--- src/core/io_map_defines.svh ---
// io_map_defines.svh: addresses, field positions and reset values of the
// peripheral register area.
// assumes: included by the register bank of the same block.
`ifndef IO_MAP_DEFINES_SVH
`define IO_MAP_DEFINES_SVH

// ---------------------------------------------------------------------
// data memory geometry
// ---------------------------------------------------------------------
`define IO_AW            8
`define IO_DW            4
`define IO_SPACE_WORDS   150
`define IO_DISPLAY_WORDS 32
`define IO_PERIPH_WORDS  22

// ---------------------------------------------------------------------
// register addresses
// ---------------------------------------------------------------------
`define ADDR_KEY_INPUT   8'hE0
`define ADDR_SW_LOW      8'hE2
`define ADDR_SW_HIGH     8'hE3
`define ADDR_TIMER       8'hE4
`define ADDR_SDATA_LOW   8'hE5
`define ADDR_SDATA_HIGH  8'hE6
`define ADDR_SCTRL       8'hE7
`define ADDR_KEY_MASK    8'hE8
`define ADDR_PS_MASK     8'hE9
`define ADDR_SW_MASK     8'hEA
`define ADDR_TM_MASK     8'hEB

// ---------------------------------------------------------------------
// field positions
// ---------------------------------------------------------------------
`define SCTRL_GO_BIT      3
`define SCTRL_EDGE_BIT    2
`define SCTRL_MODE_HI     1
`define SCTRL_MODE_LO     0
`define PS_PORT_BIT       2
`define PS_DIR_BIT        1
`define PS_SERIAL_BIT     0
`define SW_SLOW_BIT       1
`define SW_FAST_BIT       0
`define TM_TWO_HZ_BIT     2
`define TM_EIGHT_HZ_BIT   1
`define TM_THIRTYTWO_BIT  0

// ---------------------------------------------------------------------
// clock mode codes and reset values
// ---------------------------------------------------------------------
`define SCLK_SLAVE        2'h0
`define SCLK_MASTER_FULL  2'h2
`define SCLK_MASTER_HALF  2'h3
`define NIBBLE_ZERO       4'h0
`define BYTE_ZERO         8'h00
`define MODE_RST          2'h0
`define BIT_RST           1'b0
`define TM_MASK_W         3
`define SW_MASK_W         2

`endif

--- src/core/io_map_pkg.sv ---
// io_map_pkg: types shared by the register bank.
// assumes: nothing beyond a SystemVerilog compiler.
`default_nettype none

package io_map_pkg;

  // which register an address selects
  typedef enum logic [3:0] {
    sel_none,
    sel_key_input,
    sel_sw_low,
    sel_sw_high,
    sel_timer,
    sel_sdata_low,
    sel_sdata_high,
    sel_sctrl,
    sel_key_mask,
    sel_ps_mask,
    sel_sw_mask,
    sel_tm_mask
  } reg_sel_t;

endpackage : io_map_pkg

`default_nettype wire

--- src/core/bit_sync.sv ---
// bit_sync: two flip-flop synchroniser for a bundle of level inputs.
// assumes: each bit is an independent slow level, e.g. a key pin.
`default_nettype none

module bit_sync #(
  parameter int W = 4
) (
  input  wire logic         mclk_i,
  input  wire logic         nrst_i,
  input  wire logic [W-1:0] async_i,
  output logic      [W-1:0] sync_o
);

  logic [W-1:0] stage_one;

  // first stage feeds only the second stage
  always_ff @(posedge mclk_i or negedge nrst_i)
  begin
    if (!nrst_i)
    begin
      stage_one <= '0;
      sync_o    <= '0;
    end
    else
    begin
      stage_one <= async_i;
      sync_o    <= stage_one;
    end
  end

endmodule // bit_sync

`default_nettype wire

--- src/core/io_memory_map_regs.sv ---
// io_memory_map_regs: peripheral register area of the data memory of a
// 4-bit controller, addresses 0E0H to 0EBH.
// assumes: the cpu core drives address, strobes and write data on mclk_i;
// timer, stopwatch and serial engines sit on the same clock.
//
// Function
// - 150-word space; this bank decodes peripheral words
// - 0E5H holds serial data bits 0-3
// - 0E6H holds serial data bits 4-7
// - writing 1 to go bit starts transfer
// - reading go bit shows transfer running
// - edge select bit, read/write, resets zero
// - two-bit clock mode field, resets to slave
// - mask bits read/write, reset masked; key masks
// - port, serial and stopwatch mask positions
// - serial pin direction bit, resets to input
// - read-only clock timer stages, reset zero
// - clock timer masks; 2 Hz at D2, D3 zero
// - unused bits read zero, ignore writes
`default_nettype none
`include "io_map_defines.svh"

module io_memory_map_regs (
  input  wire logic                  mclk_i,
  input  wire logic                  nrst_i,
  // cpu data memory access
  input  wire logic [`IO_AW-1:0]     addr_i,
  input  wire logic                  rd_i,
  input  wire logic                  wr_i,
  input  wire logic [`IO_DW-1:0]     wdata_i,
  output logic      [`IO_DW-1:0]     rdata_o,
  output logic                       hit_o,
  // key pins and engine status
  input  wire logic [3:0]            key_input_bits_i,
  input  wire logic [3:0]            sw_hundredths_i,
  input  wire logic [3:0]            sw_tenths_i,
  input  wire logic [3:0]            clock_timer_stage_bits_i,
  input  wire logic                  serial_running_i,
  input  wire logic                  shift_load_i,
  input  wire logic [7:0]            shift_data_i,
  // interrupt factor flags from the sources
  input  wire logic                  key_factor_i,
  input  wire logic                  port_factor_i,
  input  wire logic                  serial_factor_i,
  input  wire logic [1:0]            sw_factor_i,
  input  wire logic [2:0]            timer_factor_i,
  // control towards the engines
  output logic [7:0]                 serial_shift_bits_o,
  output logic                       serial_go_o,
  output logic                       serial_edge_select_o,
  output logic                       serial_clk_mode_hi_o,
  output logic                       serial_clk_mode_lo_o,
  output logic                       serial_pin_direction_o,
  output logic [3:0]                 key_irq_enable_o,
  output logic                       port_irq_enable_o,
  output logic                       serial_irq_enable_o,
  output logic                       stopwatch_fast_irq_enable_o,
  output logic                       stopwatch_slow_irq_enable_o,
  output logic                       timer_two_hz_irq_enable_o,
  output logic                       timer_eight_hz_irq_enable_o,
  output logic                       timer_thirtytwo_hz_irq_enable_o,
  output logic                       irq_o
);

  // -------------------------------------------------------------------
  // address decode
  // -------------------------------------------------------------------
  // only the listed words exist; anything else selects nothing
  function automatic io_map_pkg::reg_sel_t decode(
    input logic [`IO_AW-1:0] a
  );
    io_map_pkg::reg_sel_t s;
    s = io_map_pkg::sel_none;
    if (a == `ADDR_KEY_INPUT)
      s = io_map_pkg::sel_key_input;
    else if (a == `ADDR_SW_LOW)
      s = io_map_pkg::sel_sw_low;
    else if (a == `ADDR_SW_HIGH)
      s = io_map_pkg::sel_sw_high;
    else if (a == `ADDR_TIMER)
      s = io_map_pkg::sel_timer;
    else if (a == `ADDR_SDATA_LOW)
      s = io_map_pkg::sel_sdata_low;
    else if (a == `ADDR_SDATA_HIGH)
      s = io_map_pkg::sel_sdata_high;
    else if (a == `ADDR_SCTRL)
      s = io_map_pkg::sel_sctrl;
    else if (a == `ADDR_KEY_MASK)
      s = io_map_pkg::sel_key_mask;
    else if (a == `ADDR_PS_MASK)
      s = io_map_pkg::sel_ps_mask;
    else if (a == `ADDR_SW_MASK)
      s = io_map_pkg::sel_sw_mask;
    else if (a == `ADDR_TM_MASK)
      s = io_map_pkg::sel_tm_mask;
    return s;
  endfunction

  io_map_pkg::reg_sel_t wr_sel;
  io_map_pkg::reg_sel_t rd_sel;

  assign wr_sel = wr_i ? decode(addr_i) : io_map_pkg::sel_none;
  assign rd_sel = decode(addr_i);

  // -------------------------------------------------------------------
  // key pin synchroniser
  // -------------------------------------------------------------------
  logic [3:0] key_sync;

  bit_sync #(
    .W (4)
  ) u_key_sync (
    .mclk_i  (mclk_i),
    .nrst_i  (nrst_i),
    .async_i (key_input_bits_i),
    .sync_o  (key_sync)
  );

  // -------------------------------------------------------------------
  // serial data register
  // -------------------------------------------------------------------
  // an engine load in the same cycle as a cpu write wins: the received
  // byte must not be lost behind a late software write
  logic [7:0] serial_shift_bits;

  always_ff @(posedge mclk_i or negedge nrst_i)
  begin
    if (!nrst_i)
    begin
      serial_shift_bits <= `BYTE_ZERO;
    end
    else if (shift_load_i)
    begin
      serial_shift_bits <= shift_data_i;
    end
    else if (wr_sel == io_map_pkg::sel_sdata_low)
    begin
      serial_shift_bits[3:0] <= wdata_i;
    end
    else if (wr_sel == io_map_pkg::sel_sdata_high)
    begin
      serial_shift_bits[7:4] <= wdata_i;
    end
  end

  assign serial_shift_bits_o = serial_shift_bits;

  // -------------------------------------------------------------------
  // serial control
  // -------------------------------------------------------------------
  logic       serial_edge_select;
  logic [1:0] serial_clk_mode;

  // go is a one-cycle trigger; writing 0 does nothing
  always_ff @(posedge mclk_i or negedge nrst_i)
  begin
    if (!nrst_i)
    begin
      serial_go_o <= `BIT_RST;
    end
    else
    begin
      serial_go_o <= (wr_sel == io_map_pkg::sel_sctrl)
                     && wdata_i[`SCTRL_GO_BIT];
    end
  end

  always_ff @(posedge mclk_i or negedge nrst_i)
  begin
    if (!nrst_i)
    begin
      serial_edge_select <= `BIT_RST;
      serial_clk_mode    <= `MODE_RST;
    end
    else if (wr_sel == io_map_pkg::sel_sctrl)
    begin
      serial_edge_select <= wdata_i[`SCTRL_EDGE_BIT];
      serial_clk_mode    <= wdata_i[`SCTRL_MODE_HI:`SCTRL_MODE_LO];
    end
  end

  assign serial_edge_select_o = serial_edge_select;
  assign serial_clk_mode_hi_o = serial_clk_mode[1];
  assign serial_clk_mode_lo_o = serial_clk_mode[0];

  // -------------------------------------------------------------------
  // interrupt masks and pin direction
  // -------------------------------------------------------------------
  logic [3:0]              key_mask;
  logic                    port_mask;
  logic                    serial_mask;
  logic                    pin_direction;
  logic [`SW_MASK_W-1:0]   sw_mask;
  logic [`TM_MASK_W-1:0]   tm_mask;

  always_ff @(posedge mclk_i or negedge nrst_i)
  begin
    if (!nrst_i)
    begin
      key_mask <= `NIBBLE_ZERO;
    end
    else if (wr_sel == io_map_pkg::sel_key_mask)
    begin
      key_mask <= wdata_i;
    end
  end

  // D3 of this word has no storage
  always_ff @(posedge mclk_i or negedge nrst_i)
  begin
    if (!nrst_i)
    begin
      port_mask     <= `BIT_RST;
      pin_direction <= `BIT_RST;
      serial_mask   <= `BIT_RST;
    end
    else if (wr_sel == io_map_pkg::sel_ps_mask)
    begin
      port_mask     <= wdata_i[`PS_PORT_BIT];
      pin_direction <= wdata_i[`PS_DIR_BIT];
      serial_mask   <= wdata_i[`PS_SERIAL_BIT];
    end
  end

  always_ff @(posedge mclk_i or negedge nrst_i)
  begin
    if (!nrst_i)
    begin
      sw_mask <= '0;
    end
    else if (wr_sel == io_map_pkg::sel_sw_mask)
    begin
      sw_mask <= wdata_i[`SW_SLOW_BIT:`SW_FAST_BIT];
    end
  end

  always_ff @(posedge mclk_i or negedge nrst_i)
  begin
    if (!nrst_i)
    begin
      tm_mask <= '0;
    end
    else if (wr_sel == io_map_pkg::sel_tm_mask)
    begin
      tm_mask <= wdata_i[`TM_TWO_HZ_BIT:`TM_THIRTYTWO_BIT];
    end
  end

  assign key_irq_enable_o                = key_mask;
  assign port_irq_enable_o               = port_mask;
  assign serial_irq_enable_o             = serial_mask;
  assign serial_pin_direction_o          = pin_direction;
  assign stopwatch_fast_irq_enable_o     = sw_mask[`SW_FAST_BIT];
  assign stopwatch_slow_irq_enable_o     = sw_mask[`SW_SLOW_BIT];
  assign timer_two_hz_irq_enable_o       = tm_mask[`TM_TWO_HZ_BIT];
  assign timer_eight_hz_irq_enable_o     = tm_mask[`TM_EIGHT_HZ_BIT];
  assign timer_thirtytwo_hz_irq_enable_o = tm_mask[`TM_THIRTYTWO_BIT];

  // -------------------------------------------------------------------
  // interrupt request
  // -------------------------------------------------------------------
  // the key flag is shared by all four keys, so any enabled key lets
  // it through; per-key selection happens where the flag is made
  logic next_irq;

  always_comb
  begin
    next_irq = (key_factor_i    && (|key_mask))
            || (port_factor_i   && port_mask)
            || (serial_factor_i && serial_mask)
            || (|(sw_factor_i    & sw_mask))
            || (|(timer_factor_i & tm_mask));
  end

  always_ff @(posedge mclk_i or negedge nrst_i)
  begin
    if (!nrst_i)
    begin
      irq_o <= `BIT_RST;
    end
    else
    begin
      irq_o <= next_irq;
    end
  end

  // -------------------------------------------------------------------
  // read path
  // -------------------------------------------------------------------
  logic [`IO_DW-1:0] next_rdata;
  logic              next_hit;

  always_comb
  begin
    next_rdata = `NIBBLE_ZERO;
    next_hit   = 1'b1;
    case (rd_sel)
      io_map_pkg::sel_key_input:
        next_rdata = key_sync;
      io_map_pkg::sel_sw_low:
        next_rdata = sw_hundredths_i;
      io_map_pkg::sel_sw_high:
        next_rdata = sw_tenths_i;
      io_map_pkg::sel_timer:
        next_rdata = clock_timer_stage_bits_i;
      io_map_pkg::sel_sdata_low:
        next_rdata = serial_shift_bits[3:0];
      io_map_pkg::sel_sdata_high:
        next_rdata = serial_shift_bits[7:4];
      io_map_pkg::sel_sctrl:
        next_rdata = {serial_running_i, serial_edge_select,
                      serial_clk_mode};
      io_map_pkg::sel_key_mask:
        next_rdata = key_mask;
      io_map_pkg::sel_ps_mask:
        next_rdata = {1'b0, port_mask, pin_direction,
                      serial_mask};
      io_map_pkg::sel_sw_mask:
        next_rdata = {2'h0, sw_mask};
      io_map_pkg::sel_tm_mask:
        next_rdata = {1'b0, tm_mask};
      default:
        next_hit = 1'b0;
    endcase
  end

  // read data is held until the next read so the core may sample late
  always_ff @(posedge mclk_i or negedge nrst_i)
  begin
    if (!nrst_i)
    begin
      rdata_o <= `NIBBLE_ZERO;
      hit_o   <= 1'b0;
    end
    else if (rd_i)
    begin
      rdata_o <= next_rdata;
      hit_o   <= next_hit;
    end
  end

endmodule // io_memory_map_regs

`default_nettype wire

--- config.mk ---
export PLATFORM = sky130hd
export DESIGN_NAME = io_memory_map_regs
export DESIGN_NICKNAME = d
export VERILOG_FILES = /design/src/core/io_map_pkg.sv /design/src/core/bit_sync.sv /design/src/core/io_memory_map_regs.sv
export VERILOG_INCLUDE_DIRS = /design/src /design/src/core
export SDC_FILE = /design/constraint.sdc
export NUM_CORES = 1
export LEC_CHECK = 0
export ABC_CLOCK_PERIOD_IN_PS = 1900
export BUFFER_PORTS_ARGS = -buffer_cell sky130_fd_sc_hd__buf_4
export CAP_MARGIN = 20
export CORE_MARGIN = 4
export CORE_UTILIZATION = 45
export DETAILED_ROUTE_END_ITERATION = 7
export MAX_ROUTING_LAYER = met4
export PLACE_DENSITY = 0.76
export SLEW_MARGIN = 5
export SYNTH_ARGS = -nofsm -noshare
export SYNTH_HDL_FRONTEND = slang
export SYNTH_SLANG_ARGS = --single-unit
--- constraint.sdc ---
create_clock -name mclk_i -period 1.9 [get_ports mclk_i]
set_clock_uncertainty 0.15 [all_clocks]
set_input_delay 0.475 -clock mclk_i [delete_from_list [all_inputs] [get_ports mclk_i]]
set_output_delay 0.475 -clock mclk_i [all_outputs]
set_load 0.05 [all_outputs]
==> run metrics <==
yosys warns=0; Starting Density=47.8%; switching share of power=26.9%; initial antenna violation count=0; Layout area overhead=44.3%; Synth Cell Area=around 0.0020 mm2; Leak Pwr=about 1.4 nW; ys flop type=dfrtp_1; DRC=0; Antenna Diode Count=0; FF+latch count, synth=38; total clock sinks=38; CP max FO=4; Yosys top cell area share=48.3%; Slew @ Worst Pin=~0.48 ns; Setup crit end kind=flip-flop; status=finished with violations; global-route usage over all layers=21.5%; failing checks=negative hold slack; Synth cell types=50; Max Cap Viol=0; Peak VDD IR=~0.00051 V; FMAX=580 MHz; DRT iter0 DRCs=88; Clock Power Share=roughly two fifths; IO buf count=between 70 and 80; TritonCTS Buffers=5; die height=about 74 um; post-synth top area cell=dfrtp_1; Post-Route WL=5450 um; io pins=80; Rows=23; Cells after Synth=~170; Mean Syn Cell Area=11.8 um2; final cell count without fillers=just over 300; RSZ-0062 raised after global routing=false; layout cell share with drive strength beyond 1=49.4%; switching power=0.591 mW; Hold WS=-0.0151 ns; dpl cells=just over 300; Logic pwr share=between 20 and 25%; RD Place Congestion=roughly 0.78; clk_lat worst skew=just under 0.3 ns; Total Power=about 2.2 mW; hold_buf cts=0; Final Cycle Share=between 90% and 100%; Pint=around 1.6 mW; H-tree depth=2; post-layout min period=1.72 ns; syn_nets=216; Vias/cell=5.44; number of antenna-violating nets in the routed design=0; core area=0.00412 mm2; max-slew violations=0; largest net degree at the start of global routing=39; global-route wire length before repair=~8500 um; vias in the first global route=1699; setup violators final=0; Slew headroom=68.1%; P per Cell Area=between 700 and 800 mW/mm2; GR Overflow Total=0; TritonCTS clock tree=built; clk slew on worst S/H paths=around 0.070 ns; Worst Setup Start Kind=primary input; number of enable flip-flop cells after synthesis=0; Final Hold Viols=25; asr flop ratio synth=100%; Die Span X=about 74 um; DPL Wire Length=4330 um; Via Count=about 1700; post-cts resize count=0; Setup Buffers After CTS=0; ranking of synthesized cells by area=dfrtp_1 48%, mux2_2 10%, mux2i_1 7.6%; DRT Pass-1 Iters=4; Seq pwr share=40.5%; clk buf depth=2; CP Class=primary input to flip-flop; Worst Hold Class=primary input to asynchronous set/reset pin; worst path required time=slightly below 2 ns; Final #Nets=between 300 and 400; mean routed wirelength per cell=17.5 um; Seq/Total Area, Yosys=about half; DIE AREA=approximately 0.0055 mm2; arrival time worst endpoint=1.75 ns; CTS root buf=clkbuf_8
[layout make-up]
type / count / area, um2
fillers: 338 / 1280
flip-flops and latches: 38 / 951
multi-input cells: 113 / 942
repair buffers: 95 / 713
clock buffers: 6 / 82.6
well taps: 50 / 62.6
clock inverters: 2 / 60.1
inverters: 7 / 26.3
[layout by cell type, fill, tap and decap left out, types with 2 or more instances in the layout]
master,netlist,routed
nor2_1,6,6
nor2b_1,3,3
bufinv_16,0,2
a22oi_1,2,2
and3_1,2,2
buf_4,1,95
nor3_2,2,2
nand2_1,10,10
and3b_1,2,2
clkbuf_8,0,6
inv_1,7,7
o221ai_1,2,2
dfrtp_1,38,38
nand2b_1,2,2
and4b_1,2,2
mux2_2,18,18
a21oi_1,3,3
or4_1,2,2
nand3_1,2,2
o21ai_0,9,9
mux2i_1,15,15
o2bb2ai_1,3,3
nor3_4,2,2
[through the flow]
stage | setup TNS (ns) | cell area [um2] | utilization (%) | hold WS, ns | setup slack, ns
2_1_floorplan | 0 | 1970 | - | 0.0294 | 0.0952
3_3_place_gp | -0.366 | 2700 | 65.5 | 0.183 | -0.0792
3_5_place_dp | -0.585 | 2700 | 65.5 | 0.185 | -0.114
4_1_cts | 0 | 2840 | 69.0 | 0.00482 | 0.191
5_1_grt | 0 | 2840 | 69.0 | 0.0239 | 0.144
6_report | 0 | 2840 | 69.0 | -0.0151 | 0.176
[cell families (layout without fill, tap and decap cells)]
family                 Yosys count  in the layout  share of synthesized area [%]
flip-flops                      38             38                           48.3
buffers and inverters           15            110                           3.75
AND/OR/NAND/NOR                 46             46                           16.0
multiplexers                    35             35                           20.4
AO/OA/AOI/OAI                   32             32                           11.5
[sequential cells by signal, indices dropped and copies added, names as in the netlist, 2 cells and up]
name	flops
serial_clk_mode	2
rdata_o	4
key_irq_enable_o	4
u_key_sync.stage_one	4
serial_shift_bits_o	8
tm_mask	3
sw_mask	2
u_key_sync.sync_o	4
[power by group through the flow]
stage	combinational [mW]	sequential, mW	clock, mW
floorplan	0.119	1.02	0
global placement	0.453	0.903	0
detailed placement	0.458	0.905	0
CTS	0.459	0.889	0.866
global route	0.487	0.894	0.903
finish	0.455	0.889	0.852
[synthesized netlist by cell type (2+ instances only)]
cell type,count
dfrtp_1,38
mux2_2,18
mux2i_1,15
nand2_1,10
o21ai_0,9
inv_1,7
nor2_1,6
buf_2,5
a21oi_1,3
nor2b_1,3
o2bb2ai_1,3
a22oi_1,2
and3_1,2
and3b_1,2
and4b_1,2
nand2b_1,2
nand3_1,2
nor3_2,2
nor3_4,2
o221ai_1,2
or4_1,2
[routing by layer]
metal,GRT usage (%),wire (um)
met5,-,0
met4,7.24,81
met3,4.46,363
met2,34.5,2790
met1,26.9,2210
[worst paths after layout]
path	startpoint	to	slack (ns)	cells after the start
setup / recovery	addr_i[4]	key_irq_enable_o[1]	0.18	5
hold / removal	nrst_i	rdata_o[0]	-0.02	1
setup reg to reg	serial_clk_mode[1]	rdata_o[1]	0.24	4
hold reg to reg	u_key_sync.stage_one[0]	u_key_sync.sync_o[0]	0.20	0
max in group asynchronous	nrst_i	sw_mask[1]	1.28	1
min in group mclk_i	key_input_bits_i[1]	u_key_sync.stage_one[1]	0.13	1
[critical path, stage by stage]
cell and delay [ns]:
buf_4 0.11, and4b_1 0.30, nand3_1 0.16, nor3_2 0.32
mux2_2 0.38
Note: power is estimated with default switching activity, not from simulation.
